### src/include/dram_host_cfg.svh
// Timing and geometry constants for the dynamic memory host controller.
// Assumes a 10 MHz core clock; every cycle count except INIT_CYCLES is derived from a time.
`ifndef DRAM_HOST_CFG_SVH
`define DRAM_HOST_CFG_SVH

`define CLK_PERIOD_NS     100
`define ADDR_BITS         18
`define LINE_BITS         9
`define ROW_LSB           9
`define COL_LSB           0
`define SYNC_STAGES       2
`define CAS_ACCESS_NS     40
`define CAS_ACCESS_CYC    ((`CAS_ACCESS_NS + `CLK_PERIOD_NS - 1) / `CLK_PERIOD_NS)
`define READ_SAMPLE_CNT   (`CAS_ACCESS_CYC + `SYNC_STAGES)
`define POWERUP_US        200
`define POWERUP_CYC       ((`POWERUP_US * 1000 + `CLK_PERIOD_NS - 1) / `CLK_PERIOD_NS)
`define REFRESH_MS        4
`define REFRESH_ROWS      256
`define REFRESH_GAP_CYC   ((`REFRESH_MS * 1000000 / `REFRESH_ROWS) / `CLK_PERIOD_NS)
`define INIT_CYCLES       8
`define TIMER_BITS        16
`define CNT_BITS          4

`endif

### src/include/dram_host_pkg.sv
// Types shared by the dynamic memory host controller modules.
// Assumes nothing beyond a SystemVerilog compiler.
package dram_host_pkg;

	typedef enum logic [1:0] {
		CMD_READ,
		CMD_WRITE,
		CMD_RMW
	} cmd_t;

	typedef enum {
		ST_WAIT_POWER,
		ST_INIT_ADDR,
		ST_INIT_RAS,
		ST_IDLE,
		ST_ROW,
		ST_COL,
		ST_CAS,
		ST_WLOW,
		ST_CBR_CAS,
		ST_CBR_RAS,
		ST_PRE
	} state_t;

endpackage : dram_host_pkg

### src/include/sched_if.sv
// Carrier between the refresh scheduler and the strobe sequencer.
// Both ends run on the same core clock.
`timescale 1ns/1ps
`default_nettype none

interface sched_if;
	logic powerup_done;
	logic refresh_req;
	logic refresh_ack;

	modport timer (
		output powerup_done,
		output refresh_req,
		input  refresh_ack
	);

	modport ctrl (
		input  powerup_done,
		input  refresh_req,
		output refresh_ack
	);
endinterface : sched_if

`default_nettype wire

### src/hdl/refresh_sched.sv
// Power-up pause timer and periodic refresh request generator.
// Assumes the sequencer acknowledges each request with a one-cycle pulse.
`timescale 1ns/1ps
`default_nettype none
`include "dram_host_cfg.svh"

module refresh_sched
	import dram_host_pkg::*;
#(
	parameter int POWERUP_CYC     = `POWERUP_CYC,
	parameter int REFRESH_GAP_CYC = `REFRESH_GAP_CYC
) (
	// Clock and reset.
	input  wire logic core_clk,
	input  wire logic srst,
	// Sequencer side.
	sched_if.timer    sch
);

	if (POWERUP_CYC < 1 || POWERUP_CYC >= (1 << `TIMER_BITS)) begin : g_chk_pu
		$error("POWERUP_CYC out of range");
	end
	if (REFRESH_GAP_CYC < 1 || REFRESH_GAP_CYC >= (1 << `TIMER_BITS)) begin : g_chk_rf
		$error("REFRESH_GAP_CYC out of range");
	end

	logic [`TIMER_BITS-1:0] timer_r;
	logic [`TIMER_BITS-1:0] timer_nxt;
	logic                   done_r;
	logic                   done_nxt;
	logic                   req_r;
	logic                   req_nxt;

	always_comb begin
		timer_nxt = timer_r;
		done_nxt  = done_r;
		req_nxt   = req_r;
		if (!done_r) begin
			// The pause runs out before any strobe may move.
			if (timer_r == `TIMER_BITS'(POWERUP_CYC - 1)) begin
				done_nxt  = 1'b1;
				timer_nxt = '0;
			end else begin
				timer_nxt = timer_r + `TIMER_BITS'(1);
			end
		end else begin
			// One row every gap keeps all rows inside the refresh period. The
			// request stays pending if the sequencer is busy, so none is lost.
			if (timer_r == `TIMER_BITS'(REFRESH_GAP_CYC - 1)) begin
				timer_nxt = '0;
				req_nxt   = 1'b1;
			end else begin
				timer_nxt = timer_r + `TIMER_BITS'(1);
			end
			if (sch.refresh_ack && !(timer_r == `TIMER_BITS'(REFRESH_GAP_CYC - 1))) begin
				req_nxt = 1'b0;
			end
		end
	end

	always_ff @(posedge core_clk) begin
		if (srst) begin
			timer_r <= '0;
			done_r  <= 1'b0;
			req_r   <= 1'b0;
		end else begin
			timer_r <= timer_nxt;
			done_r  <= done_nxt;
			req_r   <= req_nxt;
		end
	end

	assign sch.powerup_done = done_r;
	assign sch.refresh_req  = req_r;

endmodule : refresh_sched

`default_nettype wire

### src/hdl/dram_host_ctrl.sv
// Host controller that drives a 256K x 1 dynamic memory through its strobe pins.
// Assumes the memory's data output arrives unsynchronised and the clock runs at 10 MHz.
//
// Operation
// - Address stable before each strobe falls
// - Refresh all 256 rows every 4 ms
// - Row-only cycle refreshes, output floating
// - Column before row requests internal refresh
// - Hidden refresh keeps read data valid; the controller refreshes only in separate column-before-row cycles
// - Page mode repeats columns in row; the controller opens and closes the row for every access
// - Wait 200 us, then eight init cycles
`timescale 1ns/1ps
`default_nettype none
`include "dram_host_cfg.svh"

module dram_host_ctrl
	import dram_host_pkg::*;
#(
	parameter int POWERUP_CYC     = `POWERUP_CYC,
	parameter int REFRESH_GAP_CYC = `REFRESH_GAP_CYC
) (
	// Clock and reset.
	input  wire logic                  core_clk,
	input  wire logic                  srst,
	// User request port.
	input  wire logic                  req_valid,
	output logic                       req_ready,
	input  wire cmd_t                  req_cmd,
	input  wire logic [`ADDR_BITS-1:0] req_addr,
	input  wire logic                  req_wdata,
	// User response port.
	output logic                       rsp_valid,
	output logic                       rsp_rdata,
	output logic                       init_done,
	// Memory pins.
	output logic                       row_strobe_n,
	output logic                       col_strobe_n,
	output logic                       write_en_n,
	output logic [`LINE_BITS-1:0]      mux_address_lines,
	output logic                       data_to_mem,
	input  wire logic                  data_from_mem
);

	sched_if sch ();

	refresh_sched #(
		.POWERUP_CYC     (POWERUP_CYC),
		.REFRESH_GAP_CYC (REFRESH_GAP_CYC)
	) u_sched (
		.core_clk (core_clk),
		.srst     (srst),
		.sch      (sch)
	);

	// Two-stage synchroniser on the memory's unlatched output.
	logic q_meta_r;
	logic q_sync_r;

	always_ff @(posedge core_clk) begin
		if (srst) begin
			q_meta_r <= 1'b0;
			q_sync_r <= 1'b0;
		end else begin
			q_meta_r <= data_from_mem;
			q_sync_r <= q_meta_r;
		end
	end

	state_t                 state_r;
	state_t                 state_nxt;
	logic [`CNT_BITS-1:0]   cnt_r;
	logic [`CNT_BITS-1:0]   cnt_nxt;
	cmd_t                   cmd_r;
	cmd_t                   cmd_nxt;
	logic [`ADDR_BITS-1:0]  addr_r;
	logic [`ADDR_BITS-1:0]  addr_nxt;
	logic                   wdata_r;
	logic                   wdata_nxt;
	logic                   ras_n_r;
	logic                   ras_n_nxt;
	logic                   cas_n_r;
	logic                   cas_n_nxt;
	logic                   we_n_r;
	logic                   we_n_nxt;
	logic [`LINE_BITS-1:0]  lines_r;
	logic [`LINE_BITS-1:0]  lines_nxt;
	logic                   dout_r;
	logic                   dout_nxt;
	logic                   rsp_valid_r;
	logic                   rsp_valid_nxt;
	logic                   rsp_rdata_r;
	logic                   rsp_rdata_nxt;
	logic                   init_done_r;
	logic                   init_done_nxt;
	logic                   ack;

	always_comb begin
		state_nxt     = state_r;
		cnt_nxt       = cnt_r;
		cmd_nxt       = cmd_r;
		addr_nxt      = addr_r;
		wdata_nxt     = wdata_r;
		ras_n_nxt     = ras_n_r;
		cas_n_nxt     = cas_n_r;
		we_n_nxt      = we_n_r;
		lines_nxt     = lines_r;
		dout_nxt      = dout_r;
		rsp_valid_nxt = 1'b0;
		rsp_rdata_nxt = rsp_rdata_r;
		init_done_nxt = init_done_r;
		ack           = 1'b0;
		case (state_r)
			ST_WAIT_POWER: begin
				if (sch.powerup_done) begin
					cnt_nxt   = '0;
					state_nxt = ST_INIT_ADDR;
				end
			end
			ST_INIT_ADDR: begin
				// Init cycles are row-only cycles over successive rows.
				lines_nxt = `LINE_BITS'(cnt_r);
				state_nxt = ST_INIT_RAS;
			end
			ST_INIT_RAS: begin
				ras_n_nxt = 1'b0;
				cnt_nxt   = cnt_r + `CNT_BITS'(1);
				if (cnt_r == `CNT_BITS'(`INIT_CYCLES - 1)) begin
					init_done_nxt = 1'b1;
				end
				state_nxt = ST_PRE;
			end
			ST_IDLE: begin
				if (sch.refresh_req) begin
					// Refresh takes priority so the row budget is never overrun.
					ack       = 1'b1;
					state_nxt = ST_CBR_CAS;
				end else if (req_valid) begin
					cmd_nxt   = req_cmd;
					addr_nxt  = req_addr;
					wdata_nxt = req_wdata;
					lines_nxt = req_addr[`ROW_LSB +: `LINE_BITS];
					state_nxt = ST_ROW;
				end
			end
			ST_ROW: begin
				ras_n_nxt = 1'b0;
				state_nxt = ST_COL;
			end
			ST_COL: begin
				lines_nxt = addr_r[`COL_LSB +: `LINE_BITS];
				if (cmd_r == CMD_WRITE) begin
					// Early write: the data pin is free of memory output all cycle.
					we_n_nxt = 1'b0;
					dout_nxt = wdata_r;
				end else begin
					we_n_nxt = 1'b1;
				end
				cnt_nxt   = '0;
				state_nxt = ST_CAS;
			end
			ST_CAS: begin
				cas_n_nxt = 1'b0;
				cnt_nxt   = cnt_r + `CNT_BITS'(1);
				if (cmd_r == CMD_WRITE) begin
					state_nxt     = ST_PRE;
					rsp_valid_nxt = 1'b1;
				end else if (cnt_r == `CNT_BITS'(`READ_SAMPLE_CNT)) begin
					// Sampled only after the access time plus the synchroniser.
					rsp_rdata_nxt = q_sync_r;
					if (cmd_r == CMD_RMW) begin
						dout_nxt  = wdata_r;
						state_nxt = ST_WLOW;
					end else begin
						rsp_valid_nxt = 1'b1;
						state_nxt     = ST_PRE;
					end
				end
			end
			ST_WLOW: begin
				// Delayed write: the column strobe is still low, write-enable strobes data.
				we_n_nxt      = 1'b0;
				rsp_valid_nxt = 1'b1;
				state_nxt     = ST_PRE;
			end
			ST_CBR_CAS: begin
				cas_n_nxt = 1'b0;
				state_nxt = ST_CBR_RAS;
			end
			ST_CBR_RAS: begin
				ras_n_nxt = 1'b0;
				state_nxt = ST_PRE;
			end
			ST_PRE: begin
				// Both strobes high for one full cycle covers the precharge time.
				// Every access closes its row here, so neither strobe nears its longest low time.
				ras_n_nxt = 1'b1;
				cas_n_nxt = 1'b1;
				we_n_nxt  = 1'b1;
				state_nxt = (ras_n_r && cas_n_r) ? (init_done_r ? ST_IDLE : ST_INIT_ADDR) : ST_PRE;
			end
			default: begin
				state_nxt = ST_WAIT_POWER;
			end
		endcase
	end

	always_ff @(posedge core_clk) begin
		if (srst) begin
			state_r     <= ST_WAIT_POWER;
			cnt_r       <= '0;
			cmd_r       <= CMD_READ;
			addr_r      <= '0;
			wdata_r     <= 1'b0;
			ras_n_r     <= 1'b1;
			cas_n_r     <= 1'b1;
			we_n_r      <= 1'b1;
			lines_r     <= '0;
			dout_r      <= 1'b0;
			rsp_valid_r <= 1'b0;
			rsp_rdata_r <= 1'b0;
			init_done_r <= 1'b0;
		end else begin
			state_r     <= state_nxt;
			cnt_r       <= cnt_nxt;
			cmd_r       <= cmd_nxt;
			addr_r      <= addr_nxt;
			wdata_r     <= wdata_nxt;
			ras_n_r     <= ras_n_nxt;
			cas_n_r     <= cas_n_nxt;
			we_n_r      <= we_n_nxt;
			lines_r     <= lines_nxt;
			dout_r      <= dout_nxt;
			rsp_valid_r <= rsp_valid_nxt;
			rsp_rdata_r <= rsp_rdata_nxt;
			init_done_r <= init_done_nxt;
		end
	end

	assign sch.refresh_ack    = ack;
	assign req_ready          = (state_r == ST_IDLE) && !sch.refresh_req;
	assign rsp_valid          = rsp_valid_r;
	assign rsp_rdata          = rsp_rdata_r;
	assign init_done          = init_done_r;
	assign row_strobe_n       = ras_n_r;
	assign col_strobe_n       = cas_n_r;
	assign write_en_n         = we_n_r;
	assign mux_address_lines  = lines_r;
	assign data_to_mem        = dout_r;

endmodule : dram_host_ctrl

`default_nettype wire

### config.mk
export PLATFORM = sky130hd
export DESIGN_NAME = dram_host_ctrl
export DESIGN_NICKNAME = d
export VERILOG_FILES = /design/src/include/dram_host_pkg.sv /design/src/include/sched_if.sv /design/src/hdl/refresh_sched.sv /design/src/hdl/dram_host_ctrl.sv
export VERILOG_INCLUDE_DIRS = /design/src /design/src/include
export SDC_FILE = /design/constraint.sdc
export NUM_CORES = 1
export LEC_CHECK = 0
export BUFFER_PORTS_ARGS = -buffer_cell sky130_fd_sc_hd__buf_4
export CAP_MARGIN = 10
export CORE_UTILIZATION = 30
export DETAILED_ROUTE_END_ITERATION = 10
export PLACE_DENSITY_LB_ADDON = 0.15
export SYNTH_ARGS = -nofsm -noshare
export SYNTH_HDL_FRONTEND = slang
export SYNTH_SLANG_ARGS = --single-unit
### constraint.sdc
create_clock -name core_clk -period 1.8 [get_ports core_clk]
set_input_delay 0.18 -clock core_clk [delete_from_list [all_inputs] [get_ports core_clk]]
set_output_delay 0.18 -clock core_clk [all_outputs]
set_load 0.02 [all_outputs]
== Word level (Yosys, flattened, before mapping) ==
Cells that the tools add are included.

* $add $sub $neg: 2
* Equal/unequal tests: 26
* Muxes and demuxes: 36
* Bitwise logic cells: 2
* Reduce and logical (&&, ||, !) cells: 25

{| class="wikitable"
|+ Operators with widths
! operator !! count
|-
| $pmux W32 S9 || 1
|-
| $eq A32 B3 Y1 const B || 5
|-
| $mux W32 || 5
|-
| $eq A32 B4 Y1 const B || 3
|-
| $eq A32 B2 Y1 const B || 2
|-
| $mux W16 || 3
|-
| $eq A32 B1 Y1 const B || 1
|-
| $logic_not A32 Y1 || 1
|-
| $pmux W9 S3 || 1
|-
| $mux W9 || 2
|-
| $add A16 B1 Y16 const B || 1
|-
| $eq A16 B11 Y1 const B || 1
|-
| $eq A16 B8 Y1 const B || 1
|-
| $mux W1 || 14
|-
| $mux W4 || 3
|-
| $ne A2 B2 Y1 const B || 6
|-
| $pmux W4 S3 || 1
|-
| $reduce_and A3 Y1 || 4
|-
| $reduce_bool A3 Y1 || 3
|-
| $pmux W1 S2 || 4
|-
| $reduce_bool A2 Y1 || 4
|-
| $reduce_and A2 Y1 || 3
|-
| $reduce_or A3 Y1 || 2
|-
| $reduce_and A5 Y1 || 1
|-
| 14 further kinds || 19
|}

* Register bits after elaboration: 84
* Output and inout bits: 17
* Word-level logic and storage cells: 109

== Logic depth before layout (Yosys ltp) ==
* Depth after elaboration: 5
* Mapped depth: 7
* Depth with buffers taken out: 6

== Modules after synthesis ==
From an unflattened synthesis, not the netlist that was laid out.

* Cells, all modules: 303
* Area total of the unflattened synthesis: 2696.3 µm²

{| class="wikitable"
|+ Modules (own cells, without submodules)
! module !! times used !! cells an instance !! area an instance (µm²)
|-
| dram_host_ctrl || 1 || 206 || 1819.2
|-
| refresh_sched || 1 || 97 || 877.1
|}

== Least setup slack after synthesis ==
No wires, ideal clock.

* Path kind: register to register
* Start: reg cnt_r[0]
* End: reg state_r[2]
* Setup time: 0.096 ns
* Arrival: 1.689 ns
* Required time: 1.704 ns
* Path slack: 0.015 ns
* Cell stages (with the launch flop): 6
* Period minus slack after synthesis: 1.785 ns
* Path through: dfxtp_1 -> ha_1 -> nor3b_1 -> nor2b_1 -> a311o_1 -> o41ai_2

* Cells in the longest elaborated chain, start to end: 3

{| class="wikitable"
|+ RTL lines
! element !! line !! text
|-
| start: declaration || dram_host_ctrl.sv:71 || <nowiki>logic [`CNT_BITS-1:0] cnt_r;</nowiki>
|-
| start signal: assignment || dram_host_ctrl.sv:224 || <nowiki>cnt_r <= cnt_nxt;</nowiki>
|-
| $eq A4 B2 Y1 || dram_host_ctrl.sv:167 || <nowiki>end else if (cnt_r == `CNT_BITS'(`READ_SAMPLE_CNT)) begin</nowiki>
|-
| $ne A3 B3 Y1 (no source line) || n/a ||
|-
| $reduce_and A3 Y1 (no source line) || n/a ||
|-
| end signal: assignment || dram_host_ctrl.sv:223 || <nowiki>state_r <= state_nxt;</nowiki>
|-
| end: declaration || dram_host_ctrl.sv:69 || <nowiki>state_t state_r;</nowiki>
|}

Every way passes these cells.
A chain may end at the register's enable or synchronous reset.

== Worst setup path in the final report ==
* Start: reg state_r[3]
* End: reg state_r[2]

* Cells in the longest elaborated chain, start to end: 3
* Elaborated cells on any way between the ends: 17
* Classes of those cells: 13 x eq/ne; 1 x mux; 3 x reduce/logical

{| class="wikitable"
|+ RTL lines
! element !! line !! text
|-
| $eq A32 B2 Y1 (tied with other cells) || dram_host_ctrl.sv:112 || <nowiki>case (state_r)</nowiki>
|-
| $reduce_or A3 Y1 (no source line) (tied with other cells) || n/a ||
|-
| $pmux W32 S9 / $reduce_and A3 Y1 (equally long branches) || n/a ||
|}

Parallel ways exist; a longest one is shown, timed or not.

==> flow_metrics.env <==
export IMPL_grt_busiest_layer="met2"
export IMPL_nets=384
export IMPL_viasPerCell=4.98
export IMPL_met3_usage=0.0316
export IMPL_ys_seq_elements=56
export IMPL_fin_setup_tns_ps=0
export IMPL_antennaDiodeCount=0
export IMPL_place_congestion=0.895
export IMPL_n_fill_cell=880
export IMPL_irDropWorstVdd_mv=0.291
export IMPL_numCtsBuffers=5
export IMPL_use_met2=0.234
export IMPL_ff2ff_path_depth=5
export IMPL_setup_viol_count_final=0
export IMPL_cts_root_buf="clkbuf_8"
export IMPL_critPathLaunchType="register"
export IMPL_synthTopCellsByArea="dfxtp_1 44%, nand2_1 7.1%, nor2_1 6.4%, a21oi_1 4.5%, xor2_1 2.8%"
export IMPL_r2r_start="state_r[3]"
export IMPL_coreArea_mm2=0.00822
export IMPL_ys_seq_area_frac=0.442
export IMPL_period_share=0.949
export IMPL_layout_min_cycle_time_ps=1710
export IMPL_num_vias=2308
export IMPL_whs_path_depth=2
export IMPL_areaGrowthSynthToFinish_pct=26.2
export IMPL_grtUsageTotal=0.157
export IMPL_cp_required_ps=2010
export IMPL_cts_tree="built"
export IMPL_io_pin_count=42
export IMPL_layout_drive_gt1_share=0.240
export IMPL_port_buffers=41
export IMPL_rrSetupSlack_ps=90
export IMPL_holdPathEnd="q_meta_r"
export IMPL_finClkSkew_ps=4.49
export IMPL_layout_commonest_cell="buf_4"
export IMPL_dp_slack_ps=13.8
export IMPL_fp_row_count=33
export IMPL_outcome="finished, final reports clean"
export IMPL_grt_overflow=0
export IMPL_crit_type="reg -> reg"
export IMPL_ant_nets=0
export IMPL_cts_max_path_buffers=2
export IMPL_cp_end_kind="register"
export IMPL_synth_area_per_cell_um2=8.31
export IMPL_layout_common_cells="60 x buf_4, 50 x dfxtp_1, 48 x nand2_1, 43 x nor2_1, 23 x a21oi_1"
export IMPL_crit_path_max_incr_delay_ps=410
export IMPL_critPathSlowestCell="dfxtp_2"
export IMPL_worst_pin_slew_ps=471
export IMPL_hp_start="data_from_mem"
export IMPL_synth_edf_count=0
export IMPL_cts_clk_slew_worst_paths_ps=100
export IMPL_rsz0062_at_grt="no"
export IMPL_leakage_uw=0.00120
export IMPL_syn_num_nets=332
export IMPL_clock_latency_ps=310
export IMPL_fp_dieH_um=93.9
export IMPL_path_common_cell="nand2b_1"
export IMPL_wl_per_cell_um=14.0
export IMPL_hpwl_mm=4.70
export IMPL_drv_slew=0
export IMPL_drtIter0Drc=94
export IMPL_powerDensity_mw_per_mm2=650
export IMPL_cp_data_arrival_time_ps=1920
export IMPL_r2r_end="state_r[2]"
export IMPL_async_flop_share=0
export IMPL_yosysUniqueCellTypes=50
export IMPL_grt_pass1_vias=2199
export IMPL_die_x_um=93.9
export IMPL_synthCells=305
export IMPL_cts_sinks=56
export IMPL_antenna_found_initial=0
export IMPL_min_path_type="in -> reg"
export IMPL_slew_headroom=0.685
export IMPL_yosysWarningCount=0
export IMPL_final_hold_viol_count=0
export IMPL_fin_ws_ps=91.9
export IMPL_first_pass_iters=4
export IMPL_grt_pass1_wl_mm=10.9
export IMPL_fmax_ghz=0.585
export IMPL_crit_chain="nand2b_1 -> nand2b_1 -> nor3_1 -> a311o_1 -> o41ai_2"
export IMPL_crit_fanout=8
export IMPL_yosysTopAreaCellShare=0.442
export IMPL_grt_max_degree=22
export IMPL_synth_top_area_cell="dfxtp_1"
export IMPL_synth_ff_type="dfxtp_1"
export IMPL_drt_total_wl_mm=6.47
export IMPL_start_util=0.309
export IMPL_syn_area_mm2=0.00253
export IMPL_die_area_mm2=0.00882
export IMPL_max_cap_violations=0
export IMPL_cp_num_buf_inv=0
export IMPL_worst_path_dominant_cell_family="compound AO/OA/AOI/OAI gates"
export IMPL_htree_num_levels=2
export IMPL_grt_util_met1=0.225
export IMPL_cts_setup_buffers=0
export IMPL_drcViolationCount=0
-- logic make-up (layout without fill, tap and decap cells) --
kind of cell    Yosys count  after routing  synth area share
simple gates            141            141             0.268
mux                       2              2           0.00790
fa+ha+maj                 2              2           0.00987
flops                    56             56             0.442
buf+inv                  23             76            0.0395
compound gates           67             67             0.184
xor+xnor                 14             14            0.0484
-- flip-flops by register name, indices dropped and copies added, names as in the netlist --
signal                    flops
addr_r                        9
cmd_r                         2
cnt_r                         4
col_strobe_n                  1
data_to_mem                   1
init_done                     1
mux_address_lines             9
q_meta_r                      1
q_sync_r                      1
row_strobe_n                  1
rsp_rdata                     1
rsp_valid                     1
state_r                       4
u_sched.sch.powerup_done      1
u_sched.sch.refresh_req       1
u_sched.timer_r              16
wdata_r                       1
write_en_n                    1
-- layout make-up --
| class | count | area [µm²] | share of cell area |
|---|---|---|---|
| repair buffers | 61 | 470 | 0.147 |
| multi-input cells | 226 | 1350 | 0.421 |
| clock inverters | 2 | 13.8 | 0.00430 |
| flip-flops and latches | 56 | 1130 | 0.353 |
| clock buffers | 6 | 82.6 | 0.0258 |
| inverters | 7 | 26.3 | 0.00822 |
| well taps | 105 | 131 | 0.0411 |
-- stage by stage --
stage                util  std cells  hold WS, ps  area [µm²]  total power (µW)
CTS                 0.385        463         59.3        3160              2120
floorplan               -        305          308        2530              1310
global route        0.389        463         68.9        3200              2170
detailed placement  0.373        455          401        3060              1370
global placement    0.373        455          404        3060              1370
finish              0.389        463         78.0        3200              2080
-- synth_stat cells, drive strengths merged (3+ instances only) --
| master | count |
|---|---|
| nor2b | 4 |
| nor4 | 3 |
| nand2 | 48 |
| clkbuf | 9 |
| a31oi | 3 |
| a211oi | 7 |
| buf | 7 |
| xor2 | 8 |
| and3 | 6 |
| a311oi | 4 |
| xnor2 | 6 |
| dfxtp | 56 |
| a22oi | 9 |
| nor3 | 4 |
| nand2b | 8 |
| nor2 | 43 |
| nand3 | 9 |
| nor3b | 4 |
| inv | 7 |
| a21oi | 23 |
| o21ai | 8 |
-- worst max-delay path by stage --
stage,from,endpoint,cells after the start
after floorplan,cnt_r[0],state_r[2],5
after global placement,cnt_r[0],rsp_valid,7
after detailed placement,cnt_r[0],state_r[2],5
after CTS,u_sched.timer_r[14],u_sched.timer_r[11],6
after global routing,state_r[2],mux_address_lines[1],5
final,state_r[3],state_r[2],5
-- routing by layer --
layer  wire (µm)  share of wire  vias up
met5           0              0        -
met2        2820           0.44       45
met4          51         0.0079        0
met1        3370           0.52     1072
li1            -              -     1187
met3         230          0.036        4
-- power by group --
part / switching, µW / total [µW] / internal, µW
Combinational: 38.6 / 86.2 / 47.6
Clock: 426 / 742 / 316
Sequential: 4.25 / 1250 / 1250
-- repair_timing --
item / in CTS / in global routing
hold endpoints to repair: 0 / 0
hold buffers: 0 / 0
setup endpoints to repair: 1 / 27
gates resized for setup: 1 / 11
(Power assumes the default switching activity.)
